**src/logic/asr_pkg.sv**
```systemverilog
/*
 * Shared constants and types of the serial result read-out block.
 * Assumes a 10 MHz system clock; all serial pins are asynchronous to it.
 */
package asr_pkg;
   // Result and buffer shape
   localparam int          RES_W        = 12;
   localparam int          FIFO_DEPTH   = 8;
   // Bit positions in the shifted sequence
   localparam logic [3:0]  MSB_IDX      = 4'hb;
   localparam logic [3:0]  LSB_IDX      = 4'h0;
   localparam logic [3:0]  LSB_RESTART  = 4'h1;
   localparam logic [1:0]  NULL_PULSE   = 2'h2;
   // Longest allowed time from end of sampling to last MSB-first result bit
   localparam int          CLK_KHZ      = 10000;
   localparam int          MAX_CONV_US  = 1200;
   localparam int          MAX_CONV_CYC = (MAX_CONV_US * CLK_KHZ) / 1000;

   // Read-out sequence states, one-hot
   typedef enum logic [4:0] {
      ASR_IDLE   = 5'h01,
      ASR_SAMPLE = 5'h02,
      ASR_MSB    = 5'h04,
      ASR_LSB    = 5'h08,
      ASR_ZERO   = 5'h10
   } asr_state_t;
endpackage

```
**src/logic/asr_fifo_if.sv**
```systemverilog
/*
 * Carrier between the read-out engine and its result buffer.
 * Assumes both ends sit on the same clock.
 */
`timescale 1ns/1ps
interface asr_fifo_if #(
   parameter int W = 12
);
   logic         wr_valid;   // Producer offers a word
   logic         wr_ready;   // Buffer can take a word
   logic [W-1:0] wr_data;    // Word offered
   logic         rd_valid;   // Buffer holds a word
   logic         rd_ready;   // Consumer takes the head word
   logic [W-1:0] rd_data;    // Head word

   modport buf_end (input wr_valid, wr_data, rd_ready, output wr_ready, rd_valid, rd_data);
   modport use_end (output wr_valid, wr_data, rd_ready, input wr_ready, rd_valid, rd_data);
endinterface

```
**src/logic/asr_readout.sv**
```systemverilog
/*
 * Serial read-out of converter results: null bit, result MSB first,
 * then LSB first, then zeros, shifted on falling serial clock edges.
 * Assumes serial clock and select pins are asynchronous to CLK and the
 * serial clock is well below CLK/4. Results arrive through an 8-word buffer.
 */
// Contract
// Data out changes only on falling clock
// Host uses clock idle low or high
// Host samples data on rising edges
// Output floats for first two pulses
// MSB appears on third falling edge
// First byte: two unknown, null, five MSBs
// Second byte: seven LSBs, then bit one again
// Byte hosts send two byte transfers
// Host realigns the two received bytes
// One result bit per received clock
// Host finishes twelve bits within limit
// No fixed clock rate or duty
// Acquire on first rise after select
// Second falling edge drives low null
// Zeros forever after LSB-first result
// Select high ends conversion, standby
`timescale 1ns/1ps
module asr_readout #(
   parameter int MAX_CONV_CYC = asr_pkg::MAX_CONV_CYC
) (
   input  wire logic                     CLK,           // System clock, 10 MHz
   input  wire logic                     RST_B,         // Asynchronous reset, active low
   input  wire logic                     SCLK,          // Serial clock pin
   input  wire logic                     SEL_STBY_B,    // Select and standby input, active low
   output logic                          DOUT,          // Serial data out
   output logic                          DOUT_OE,       // Data out driven when high
   input  wire logic                     SAMPLE_VALID,  // New result offered
   input  wire logic [asr_pkg::RES_W-1:0] SAMPLE_DATA,  // Result word
   output logic                          SAMPLE_READY,  // Buffer accepts a result
   output logic                          CONV_LATE,     // Bits not done within time limit
   output logic                          NO_SAMPLE      // Transfer started with empty buffer
);
   localparam int TW = $clog2(MAX_CONV_CYC + 1);

   typedef struct packed {
      logic                     cs_s1;
      logic                     cs_s2;
      logic                     ck_s1;
      logic                     ck_s2;
      logic                     ck_s3;
      logic                     armed;
      asr_pkg::asr_state_t      st;
      logic [1:0]               pulses;
      logic [3:0]               idx;
      logic [asr_pkg::RES_W-1:0] word;
      logic                     dout;
      logic                     oe;
      logic                     tmr_on;
      logic [TW-1:0]            tmr;
      logic                     late;
      logic                     empty;
   } asr_st_t;

   asr_st_t q;
   asr_st_t d;
   logic    sel;
   logic    rise;
   logic    fall;
   logic    pop;

   asr_fifo_if #(.W(asr_pkg::RES_W)) fif ();

   asr_fifo #(
      .W     (asr_pkg::RES_W),
      .DEPTH (asr_pkg::FIFO_DEPTH)
   ) u_fifo (
      .CLK   (CLK),
      .RST_B (RST_B),
      .f     (fif)
   );

   // User fill side and engine drain side of the buffer
   assign fif.wr_valid = SAMPLE_VALID;
   assign fif.wr_data  = SAMPLE_DATA;
   assign fif.rd_ready = pop;

   // Edge views of the synchronised pins
   assign sel  = !q.cs_s2;
   assign rise = q.ck_s2 && !q.ck_s3;
   assign fall = !q.ck_s2 && q.ck_s3;

   // Next-state logic of the read-out engine
   always_comb begin
      d     = q;
      pop   = 1'b0;
      d.cs_s1 = SEL_STBY_B;
      d.cs_s2 = q.cs_s1;
      d.ck_s1 = SCLK;
      d.ck_s2 = q.ck_s1;
      d.ck_s3 = q.ck_s2;
      // Powered up selected: a high is needed before the first transfer
      if (q.cs_s2) begin
         d.armed = 1'b1;
      end
      // Time limit from end of sampling to last MSB-first bit
      if (q.tmr_on) begin
         if (q.tmr == MAX_CONV_CYC[TW-1:0]) begin
            d.late   = 1'b1;
            d.tmr_on = 1'b0;
         end else begin
            d.tmr = q.tmr + 1'b1;
         end
      end
      if (!sel) begin
         d.st     = asr_pkg::ASR_IDLE;
         d.oe     = 1'b0;
         d.dout   = 1'b0;
         d.tmr_on = 1'b0;
      end else begin
         case (q.st)
            asr_pkg::ASR_IDLE: begin
               if (q.armed && rise) begin
                  d.st     = asr_pkg::ASR_SAMPLE;
                  d.pulses = 2'h1;
                  pop      = fif.rd_valid;
                  d.word   = fif.rd_valid ? fif.rd_data : '0;
                  d.empty  = !fif.rd_valid;
                  d.late   = 1'b0;
               end
            end
            asr_pkg::ASR_SAMPLE: begin
               // Output floats until the null bit goes out
               if (rise) begin
                  d.pulses = q.pulses + 1'b1;
               end else if (fall && q.pulses == asr_pkg::NULL_PULSE) begin
                  d.oe     = 1'b1;
                  d.dout   = 1'b0;
                  d.st     = asr_pkg::ASR_MSB;
                  d.idx    = asr_pkg::MSB_IDX;
                  d.tmr    = '0;
                  d.tmr_on = 1'b1;
               end
            end
            asr_pkg::ASR_MSB: begin
               if (fall) begin
                  d.dout = q.word[q.idx];
                  if (q.idx == asr_pkg::LSB_IDX) begin
                     d.st     = asr_pkg::ASR_LSB;
                     d.idx    = asr_pkg::LSB_RESTART;
                     d.tmr_on = 1'b0;
                  end else begin
                     d.idx = q.idx - 1'b1;
                  end
               end
            end
            asr_pkg::ASR_LSB: begin
               if (fall) begin
                  d.dout = q.word[q.idx];
                  if (q.idx == asr_pkg::MSB_IDX) begin
                     d.st = asr_pkg::ASR_ZERO;
                  end else begin
                     d.idx = q.idx + 1'b1;
                  end
               end
            end
            asr_pkg::ASR_ZERO: begin
               if (fall) begin
                  d.dout = 1'b0;
               end
            end
            default: begin
               d.st = asr_pkg::ASR_IDLE;
               d.oe = 1'b0;
            end
         endcase
      end
   end

   // State register; the select synchroniser starts low, so only a high really seen on the pin arms the engine
   always_ff @(posedge CLK or negedge RST_B) begin
      if (!RST_B) begin
         q       <= '0;
         q.st    <= asr_pkg::ASR_IDLE;
      end else begin
         q <= d;
      end
   end

   // Outputs straight from flops
   assign DOUT         = q.dout;
   assign DOUT_OE      = q.oe;
   assign SAMPLE_READY = fif.wr_ready;
   assign CONV_LATE    = q.late;
   assign NO_SAMPLE    = q.empty;

   dout_on_fall_a: assert property (@(posedge CLK) disable iff (!RST_B)
      ($changed(DOUT) && $past(sel)) |-> $past(fall))
      else $error("Data out changed without a falling edge");

   hiz_first_pulses_a: assert property (@(posedge CLK) disable iff (!RST_B)
      (q.st == asr_pkg::ASR_SAMPLE) |-> !DOUT_OE)
      else $error("Data out driven during sampling pulses");

   null_bit_low_a: assert property (@(posedge CLK) disable iff (!RST_B)
      $rose(DOUT_OE) |-> (!DOUT && q.st == asr_pkg::ASR_MSB && q.idx == asr_pkg::MSB_IDX))
      else $error("Null bit not low at start of output");

   msb_third_fall_a: assert property (@(posedge CLK) disable iff (!RST_B)
      (sel && q.st == asr_pkg::ASR_MSB && fall && q.idx == asr_pkg::MSB_IDX) |=> (DOUT == q.word[asr_pkg::MSB_IDX]))
      else $error("MSB not presented on third falling edge");

   lsb_repeat_a: assert property (@(posedge CLK) disable iff (!RST_B)
      (sel && q.st == asr_pkg::ASR_MSB && fall && q.idx == asr_pkg::LSB_IDX) |=>
      (q.st == asr_pkg::ASR_LSB && q.idx == asr_pkg::LSB_RESTART))
      else $error("LSB-first phase does not restart at bit one");

   one_bit_clock_a: assert property (@(posedge CLK) disable iff (!RST_B)
      (sel && q.st == asr_pkg::ASR_MSB && fall && q.idx != asr_pkg::LSB_IDX) |=> (q.idx == $past(q.idx) - 4'h1))
      else $error("Not one bit per serial clock");

   zeros_after_a: assert property (@(posedge CLK) disable iff (!RST_B)
      (sel && q.st == asr_pkg::ASR_ZERO && fall) |=> (!DOUT && DOUT_OE))
      else $error("Nonzero data after LSB-first result");

   acquire_rise_a: assert property (@(posedge CLK) disable iff (!RST_B)
      (sel && q.armed && q.st == asr_pkg::ASR_IDLE && rise) |=> (q.st == asr_pkg::ASR_SAMPLE && q.pulses == 2'h1))
      else $error("Acquisition not started on first rise");

   standby_deselect_a: assert property (@(posedge CLK) disable iff (!RST_B)
      !sel |=> (q.st == asr_pkg::ASR_IDLE && !DOUT_OE))
      else $error("Deselect did not end the conversion");
endmodule

```
**src/logic/asr_fifo.sv**
```systemverilog
/*
 * Result buffer: power-of-two depth FIFO with registered ready and valid.
 * Assumes one clock, asynchronous active-low reset.
 */
`timescale 1ns/1ps
module asr_fifo #(
   parameter int W     = 12,
   parameter int DEPTH = 8
) (
   input  wire logic CLK,       // System clock
   input  wire logic RST_B,     // Asynchronous reset, active low
   asr_fifo_if.buf_end f        // Fill and drain sides
);
   localparam int PW = $clog2(DEPTH);

   typedef struct packed {
      logic [DEPTH-1:0][W-1:0] mem;
      logic [PW-1:0]           wptr;
      logic [PW-1:0]           rptr;
      logic [PW:0]             cnt;
      logic                    rdy;
      logic                    vld;
   } asr_fifo_st_t;

   asr_fifo_st_t q;
   asr_fifo_st_t d;
   logic         wr;
   logic         rd;

   // Handshakes, pointer moves and honest full and empty
   always_comb begin
      d  = q;
      wr = f.wr_valid && q.rdy;
      rd = f.rd_ready && q.vld;
      if (wr) begin
         d.mem[q.wptr] = f.wr_data;
         d.wptr        = q.wptr + 1'b1;
      end
      if (rd) begin
         d.rptr = q.rptr + 1'b1;
      end
      if (wr && !rd) begin
         d.cnt = q.cnt + 1'b1;
      end else if (rd && !wr) begin
         d.cnt = q.cnt - 1'b1;
      end
      d.rdy = (d.cnt != DEPTH[PW:0]);
      d.vld = (d.cnt != '0);
   end

   // State register
   always_ff @(posedge CLK or negedge RST_B) begin
      if (!RST_B) begin
         q     <= '0;
         q.rdy <= 1'b1;
      end else begin
         q <= d;
      end
   end

   assign f.wr_ready = q.rdy;
   assign f.rd_valid = q.vld;
   assign f.rd_data  = q.mem[q.rptr];

   // Full buffer never takes a word
   no_overfill_a: assert property (@(posedge CLK) disable iff (!RST_B)
      (q.cnt == DEPTH[PW:0]) |-> !f.wr_ready)
      else $error("Buffer full but ready");
endmodule

```
**config.mk**
```make
export PLATFORM = sky130hd
export DESIGN_NAME = asr_readout
export DESIGN_NICKNAME = d
export VERILOG_FILES = /design/src/logic/asr_pkg.sv /design/src/logic/asr_fifo_if.sv /design/src/logic/asr_readout.sv /design/src/logic/asr_fifo.sv
export SDC_FILE = /design/constraint.sdc
export NUM_CORES = 1
export LEC_CHECK = 0
export ABC_AREA = 1
export BUFFER_PORTS_ARGS = -buffer_cell sky130_fd_sc_hd__buf_2
export CAP_MARGIN = 10
export CORE_MARGIN = 2
export CORE_UTILIZATION = 45
export DETAILED_ROUTE_END_ITERATION = 16
export PLACE_DENSITY = 0.58
export SKIP_CTS_REPAIR_TIMING = 1
export SLEW_MARGIN = 0
export SYNTH_ARGS = -nofsm -noshare
export SYNTH_HDL_FRONTEND = slang
export SYNTH_SLANG_ARGS = --single-unit
```
**constraint.sdc**
```tcl
create_clock -name CLK -period 2.1 [get_ports CLK]
set_clock_uncertainty 0.05 [all_clocks]
set_input_delay 0.21 -clock CLK [delete_from_list [all_inputs] [get_ports CLK]]
set_output_delay 0.21 -clock CLK [all_outputs]
set_load 0.005 [all_outputs]
```
### After elaboration in Yosys (flattened, before gate mapping)

Index checks and enable logic that the tools add are counted.

| storage, ports and cells | value |
|---|---|
| register bits after elaboration | 156 |
| output and inout port bits | 5 |
| logic and storage cells | 145 |

| operators by class | value |
|---|---|
| $add $sub $neg | 8 |
| magnitude comparators | 4 |
| equality and inequality tests | 27 |
| multiplexer cells | 49 |
| bitwise gates (word level) | 1 |
| reduce and logical (&&, ||, !) cells | 27 |

Operator list:

| cell | count |
|---|---|
| bitwise mux 96 bit | 1 |
| binary-select mux 12 bit (select 3 bit) | 1 |
| demux 12 bit (select 3 bit) | 1 |
| two-way mux 12 bit | 3 |
| two-way mux 5 bit | 7 |
| two-way mux 17 bit | 2 |
| two-way mux 16 bit | 2 |
| two-way mux 4 bit | 8 |
| two-way mux 14 bit | 2 |
| case mux 5 bit (5 select lines) | 1 |
| != test 3 bit, second input constant | 8 |
| != test 2 bit, second input constant | 8 |
| adder 14 x 1 -> 14 bit, second input constant | 1 |
| == test 14 bit, second input constant | 1 |
| case mux 4 bit (3 select lines) | 1 |
| two-way mux 1 bit | 10 |
| logical AND 1 bit | 9 |
| adder 4 x 1 -> 4 bit, second input constant | 2 |
| < comparator 3 x 4 -> 1 bit, second input constant | 2 |
| AND reduction 8 bit | 1 |
| nonzero test 4 bit | 2 |
| subtractor 4 x 1 -> 4 bit, second input constant | 2 |
| two-way mux 7 bit | 1 |
| AND reduction 7 bit | 1 |
| other kinds (30) | 39 |

### Longest topological paths before layout

Gate-level depths: netlist (run 1).

| logic depth | value |
|---|---|
| depth in word-level cells | 11 |
| mapped depth | 11 |

### By module

Synthesis (run 1) repeated with hierarchy kept, for this count alone.

| second synthesis, totals | value |
|---|---|
| cells, all modules | 952 |
| area total of the unflattened synthesis | 7603.5 um^2 |

By module, submodules not included:

| module | times used | cells each | area an instance (um^2) | seq. area each (um^2) |
|---|---|---|---|---|
| asr_fifo | 1 | 609 | 4942.2 | 2703.8 |
| asr_readout | 1 | 343 | 2661.3 | 1202.4 |

### Worst setup path before layout (run 1)

OpenSTA, ideal clock, no wires.

| timing | value |
|---|---|
| path type | reg2reg |
| start | reg q[37] (netlist bit) |
| end | reg u_fifo.q, in the netlist u_fifo.f.rd_valid |
| library setup time | 120 ps |
| arrival time | 1397 ps |
| required time | 1930 ps |
| slack | 533 ps |
| cell stages (with the launch flop) | 12 |
| period minus slack after synthesis | 1567 ps |
| cell sequence | dfstp_2 -> inv_1 -> nor2_1 -> nand3_1 -> nor2_2 -> nand2_2 -> nand2_2 -> nand2_1 -> nand2_1 -> nand2_1 -> nor2_2 -> nand2_1 |

RTL lines:

| what | RTL line | text |
|---|---|---|
| from (decl) | asr_readout.sv:61 | `asr_st_t q;` |
| to (decl) | asr_fifo.sv:25 | `asr_fifo_st_t q;` |

==> results of run 1 <==
[final timing paths]
path,startpoint,end,slack [ps],cells after the start
min in group asynchronous,RST_B,q[9]$_DFF_PN0_,230,2
max reg2reg,q[37]$_DFFE_PN1P_,u_fifo.f.rd_valid$_DFF_PN0_,270,11
max,q[37]$_DFFE_PN1P_,u_fifo.f.rd_valid$_DFF_PN0_,270,11
min,SAMPLE_DATA[6],u_fifo.q[42]$_DFFE_PN0P_,100,3
min reg2reg,d[46]$_DFF_PN0_,q[46]$_DFF_PN0_,300,0
max in group asynchronous,RST_B,u_fifo.q[25]$_DFFE_PN0P_,1000,3
[synth_stat cells, types with 2 or more instances]
library cell	instances
a211oi_1	2
a21oi_1	16
a22o_1	7
and3_1	3
buf_2	5
clkbuf_1	31
dfrtp_1	154
dfstp_2	2
ha_1	9
inv_1	68
inv_2	4
nand2_1	222
nand2_2	3
nand3_1	33
nand4_1	8
nand4_2	2
nor2_1	84
nor2_2	3
nor2_4	2
nor2_8	2
nor3_1	7
nor3b_1	2
o211ai_1	4
o21a_1	2
o21ai_0	177
o21ai_1	3
o22ai_1	27
o31ai_1	3
or2_2	3
xor2_1	10
[cells by family (layout without fill, tap and decap cells)]
kind of cell | Yosys count | after routing
AOI/OAI and AO/OA | 242 | 242
xor gates and xnor gates | 11 | 11
adders and majority gates | 9 | 9
buffers and inverters | 111 | 153
DFF | 156 | 156
and+or+nand+nor | 378 | 378
[placed cells by master (no fill, tap or decap), types with 4 or more instances in the layout]
cell	n
o21ai_0	177
buf_4	20
buf_2	20
xor2_1	10
clkbuf_16	17
o211ai_1	4
nand4_1	8
nor2_1	84
ha_1	9
clkinvlp_4	5
o22ai_1	27
inv_1	68
nand2_1	222
buf_12	4
nor3_1	7
a22o_1	7
inv_2	4
nand3_1	33
dfrtp_1	154
a21oi_1	16
[metal layers]
layer	vias to the layer above	GRT usage
met5	-	0
met4	0	0.07407
met3	30	0.03985
li1	3065	-
met1	2920	0.2930
met2	101	0.3676
[worst min-delay path: stages]
cell and delay (ps):
buf_2 70, inv_1 90, o21ai_0 160
[area by class of cell]
cell class,count,share of cell area
clock buffers,20,0.05319
clock inverters,12,0.01880
inverters,73,0.03221
multi-input cells,640,0.3655
flip-flops and latches,156,0.4550
well taps,220,0.03206
repair buffers,48,0.04328
[through the flow]
stage                     power [mW]  area [um^2]  setup WS (ps)    util  std cells
final                          12.27         8586          274.9  0.5233       1169
after global routing           13.28         8586          96.73  0.5233       1169
after CTS                      12.36         8556          275.3  0.5215       1166
after detailed placement       9.095         7938          288.6  0.4838       1134
after global placement         9.021         7938          312.9  0.4838       1134
after floorplan                7.725         7478          533.3       -        907
[registers in the layout, indices dropped and copies added (netlist names)]
register	cells
u_fifo.q	106
q	41
d	3
CONV_LATE	1
DOUT	1
DOUT_OE	1
NO_SAMPLE	1
u_fifo.f.rd_valid	1
u_fifo.f.wr_ready	1
[report_power, final]
group	switching (mW)	internal [mW]	total (mW)
clock network	1.27	1.95	3.22
logic	2.68	1.59	4.27
registers	0.666	4.12	4.78
==> flow_summary.ini, run 1 <==
[outcome]
outcome = completed

[synthesis]
synth-compound-area-share = 0.1743
synthAdderAreaFrac = 0.01506
ys_types = 39
seq_area_frac_synth = 0.5223
ys.flop_type = dfrtp_1
synthCells = 907
syn_nets = 933
synth-xor-area-share = 0.01472
ys_seq_elements = 156
ys_top_cells_by_area = dfrtp_1 (52%), o21ai_0 (12%), nand2_1 (11%)
synth-edff-count = 0
yosysTopAreaCell = dfrtp_1
synth_top_area_share = 0.5153
async_flop_share = 1.000
avgSynthCellArea_um2 = 8.245
synth_area_um2 = 7478
ys_warn_count = 0
synth.mux.area_fraction = 0
yosys.area_share.simple = 0.2155
synth_top_family_by_area = simple AND/OR/NAND/NOR gates

[place]
dp.final_hpwl_mm = 11.74
gp_congestion = 0.8453
port_buffers = 21

[clock_tree]
cts-htree-levels = 4
clk_pin_slew_ps = 70
clock_latency_ps = 420
clock-root-buffer = clkbuf_16
cts_buffer_depth = 2
numCtsBuffers = 17
tritoncts = yes
cts_sinks = 156

[sta]
setup_viol = 0
finalMaxSlewViolations = 0
min_period_ps = 1825
rsz0062_at_grt = no
fin_crit_sh = 0.8691
timing.fmax_mhz = 547.9
timing.hold.ws_ps = 97.75
worst_slew_pin_slew_ps = 542.7
hold_viol_final = 0
fin_tns_setup_ps = 0
slew_headroom = 0.6382

[drt]
postRouteAntennaNets = 0
finalWirelength_mm = 18.24
highest_layer = met4
met3WireLength_um = 538
vias = 6116
wl_met1_mm = 8.448
drtIter0Drc = 416
via_per_inst = 5.232
dr_wl_met2_mm = 8.929
drc = 0
wl_per_cell_um = 15.60
dr.pass1.iters = 6

[critical_path]
critPathMaxFanout = 6
slowest_delay_ps = 560
arrival_ps = 2090
required_ps = 2360
critPathTopFamily = simple AND/OR/NAND/NOR gates
end_kind = flop
crit_path_start_kind = flop
crit_path_frequent_cell = nand2_1
cp_slowest_cell = dfstp_2
crit_path_cell_trace = inv_1, nor2_1, nand3_1, nor2_2, nand2_2, nand2_2, nand2_1, nand2_1, nand2_1, nor2_2, nand2_1
critical_path_class = reg2reg
cp_num_buf_inv = 1

[final_layout]
n_fill_cell = 1589
multiInputGateArea_um2 = 3138
areaGrowthSynthToFinish_pct = 14.81
drive_above_1_share = 0.1054
nets = 962
antenna_cells = 0
register_area_um2 = 3906

[global_route]
antenna_found_initial = 0
first_global_vias = 5916
grt_max_degree = 50
grt_pass1_wl_mm = 30.75
grt_usage = 0.2209
grt.overflow.total = 0

[power_and_ir_drop]
peakVddDrop_mv = 0.8094
leakage_nw = 4.109
p_per_area_nw_per_um2 = 1429

[die]
start_util = 0.4558
pin_count = 22
fp.dieArea_um2 = 17670
die_w_um = 132.9
coreArea_um2 = 16410
die_h_um = 132.9
rows = 47

[flow_run]
drv_cap = 0

[worst_hold_path]
min_path_type = in2reg
Note: power is estimated with default switching activity, not from simulation.
==> inputs of run 2 (changes only) <==
Settings changed: CORE_ASPECT_RATIO set to 1.4.
==> flow_summary.ini, run 2 (same netlist as run 1, synthesis figures left out) <==
[global_route]
grt_max_degree = 50
grt_pass1_wl_mm = 30.63
first_global_vias = 6107
grt.overflow.total = 0
antenna_found_initial = 0
grt_usage = 0.2210

[final_layout]
layout.cells.non_filler = 1145
largest_reg_flops = 106
largest_register = u_fifo.q
final_common_cell = nand2_1
areaGrowthSynthToFinish_pct = 13.47
antenna_cells = 0
n_fill_cell = 1544
final_cell_mix = nand2_1 (222), o21ai_0 (177), dfrtp_1 (154)
drive_above_1_share = 0.1036
nets = 960

[critical_path]
end_kind = flop
regToRegEndpoint = u_fifo.q[8]$_DFFE_PN0P_
required_ps = 2360
rr_worst_depth = 8
crit_path_frequent_cell = nor2_8
cp_num_buf_inv = 1
critPathMaxFanout = 16
slowest_delay_ps = 560
crit_path_start_kind = flop
reg2reg_slack_ps = 240
critical_path_class = reg2reg
crit_path_cell_trace = nand3_1, nor2_4, nand2_4, nor2_8, inv_4, nor2_8, nand2_1, xor2_1
cp_slowest_cell = dfstp_2
critPathTopFamily = simple AND/OR/NAND/NOR gates
arrival_ps = 2110
reg2reg_from = q[37]$_DFFE_PN1P_

[sta]
worst_slew_pin_slew_ps = 424.8
slew_headroom = 0.7168
fin_crit_sh = 0.8854
min_period_ps = 1859
setup_viol = 0
rsz0062_at_grt = no
timing.fmax_mhz = 537.8
hold_viol_final = 0
fin_tns_setup_ps = 0
finalMaxSlewViolations = 0

[drt]
dr_wl_met2_mm = 9.553
met3WireLength_um = 623
drtIter0Drc = 508
drc = 1
finalWirelength_mm = 18.05
dr.pass1.iters = 11
wl_per_cell_um = 15.77
via_per_inst = 5.383
wl_met1_mm = 7.592
vias = 6163
postRouteAntennaNets = 0
highest_layer = met4

[clock_tree]
cts_buffer_depth = 2
clock_latency_ps = 420
numCtsBuffers = 17
cts-htree-levels = 4
cts_sinks = 156
clk_pin_slew_ps = 70
clock-root-buffer = clkbuf_16
tritoncts = yes

[worst_hold_path]
min_from = SAMPLE_DATA[7]
hold_end = u_fifo.q[103]$_DFFE_PN0P_
holdPathStages = 3
min_path_type = in2reg

[die]
pin_count = 22
coreArea_um2 = 16240
die_w_um = 113.0
fp.dieArea_um2 = 17680
rows = 55
start_util = 0.4605
die_h_um = 156.5

[power_and_ir_drop]
fin_total_pwr_mw = 11.96
peakVddDrop_mv = 0.5681
p_per_area_nw_per_um2 = 1410
leakage_nw = 4.080

[flow_run]
drv_cap = 0

[place]
dp.cells = 1111
dp.final_hpwl_mm = 11.88
gp_congestion = 0.8653
port_buffers = 21

[outcome]
outcome = finished, violations left
violations = DRC
==> run 2: cell types whose count changed in the layout (fill, tap and decap cells not counted) <==
cell        previous run  this run
bufinv_16              3         1
clkinv_2               1         3
clkbuf_8               2         0
clkbuf_1               1         0
inv_6                  2         5
buf_4                 20        18
clkinvlp_4             5         3
inv_8                  1         2
==> run 2: cell type report <==
class,instances,area (um^2),share of cell area
repair buffers,46,356.6,0.04202
clock buffers,17,425.4,0.05013
flip-flops and latches,156,3906,0.4603
well taps,199,249.0,0.02934
clock inverters,14,133.9,0.01578
multi-input cells,640,3138,0.3698
inverters,73,276.5,0.03259
==> run 2: worst max path at each step <==
stage | to | depth (start not counted) | from
finish | u_fifo.q[8]$_DFFE_PN0P_ | 8 | q[37]$_DFFE_PN1P_
global route | u_fifo.q[8]$_DFFE_PN0P_ | 8 | q[37]$_DFFE_PN1P_
CTS | u_fifo.q[8]$_DFFE_PN0P_ | 8 | q[37]$_DFFE_PN1P_
detailed placement | u_fifo.q[8]$_DFFE_PN0P_ | 8 | q[37]$_DFFE_PN1P_
global placement | u_fifo.q[8]$_DFFE_PN0P_ | 8 | q[37]$_DFFE_PN1P_
floorplan | u_fifo.f.rd_valid$_DFF_PN0_ | 11 | q[37]$_DFFE_PN1P_
==> run 2: metrics by stage <==
step	hold WS [ps]	setup WS [ps]	utilization	cell area, um^2
5_1_grt	103.8	119.3	0.5225	8486
4_1_cts	-347.7	231.1	0.5206	8456
6_report	97.29	240.7	0.5225	8486
3_5_place_dp	115.2	242.6	0.4862	7896
3_3_place_gp	112.7	359.7	0.4862	7896
2_1_floorplan	-135.6	533.3	-	7478
==> run 2: metal layers <==
| layer | track usage | up-vias |
|---|---|---|
| li1 | - | 3060 |
| met1 | 0.2642 | 2971 |
| met2 | 0.3959 | 111 |
| met3 | 0.04222 | 21 |
| met4 | 0.08014 | 0 |
| met5 | 0 | - |
==> run 2: tightest hold or removal path, stage by stage <==
cell     delay [ps]
buf_2            80
inv_1            90
o21ai_0         160
==> run 2: power breakdown <==
part / internal, mW / total [mW] / switching [mW] / leakage (nW)
combinational: 1.58 / 4.24 / 2.65 / 1.82
sequential: 4.12 / 4.79 / 0.673 / 1.98
clock: 1.65 / 2.94 / 1.29 / 0.271
total: 7.35 / 12.0 / 4.62 / 4.08
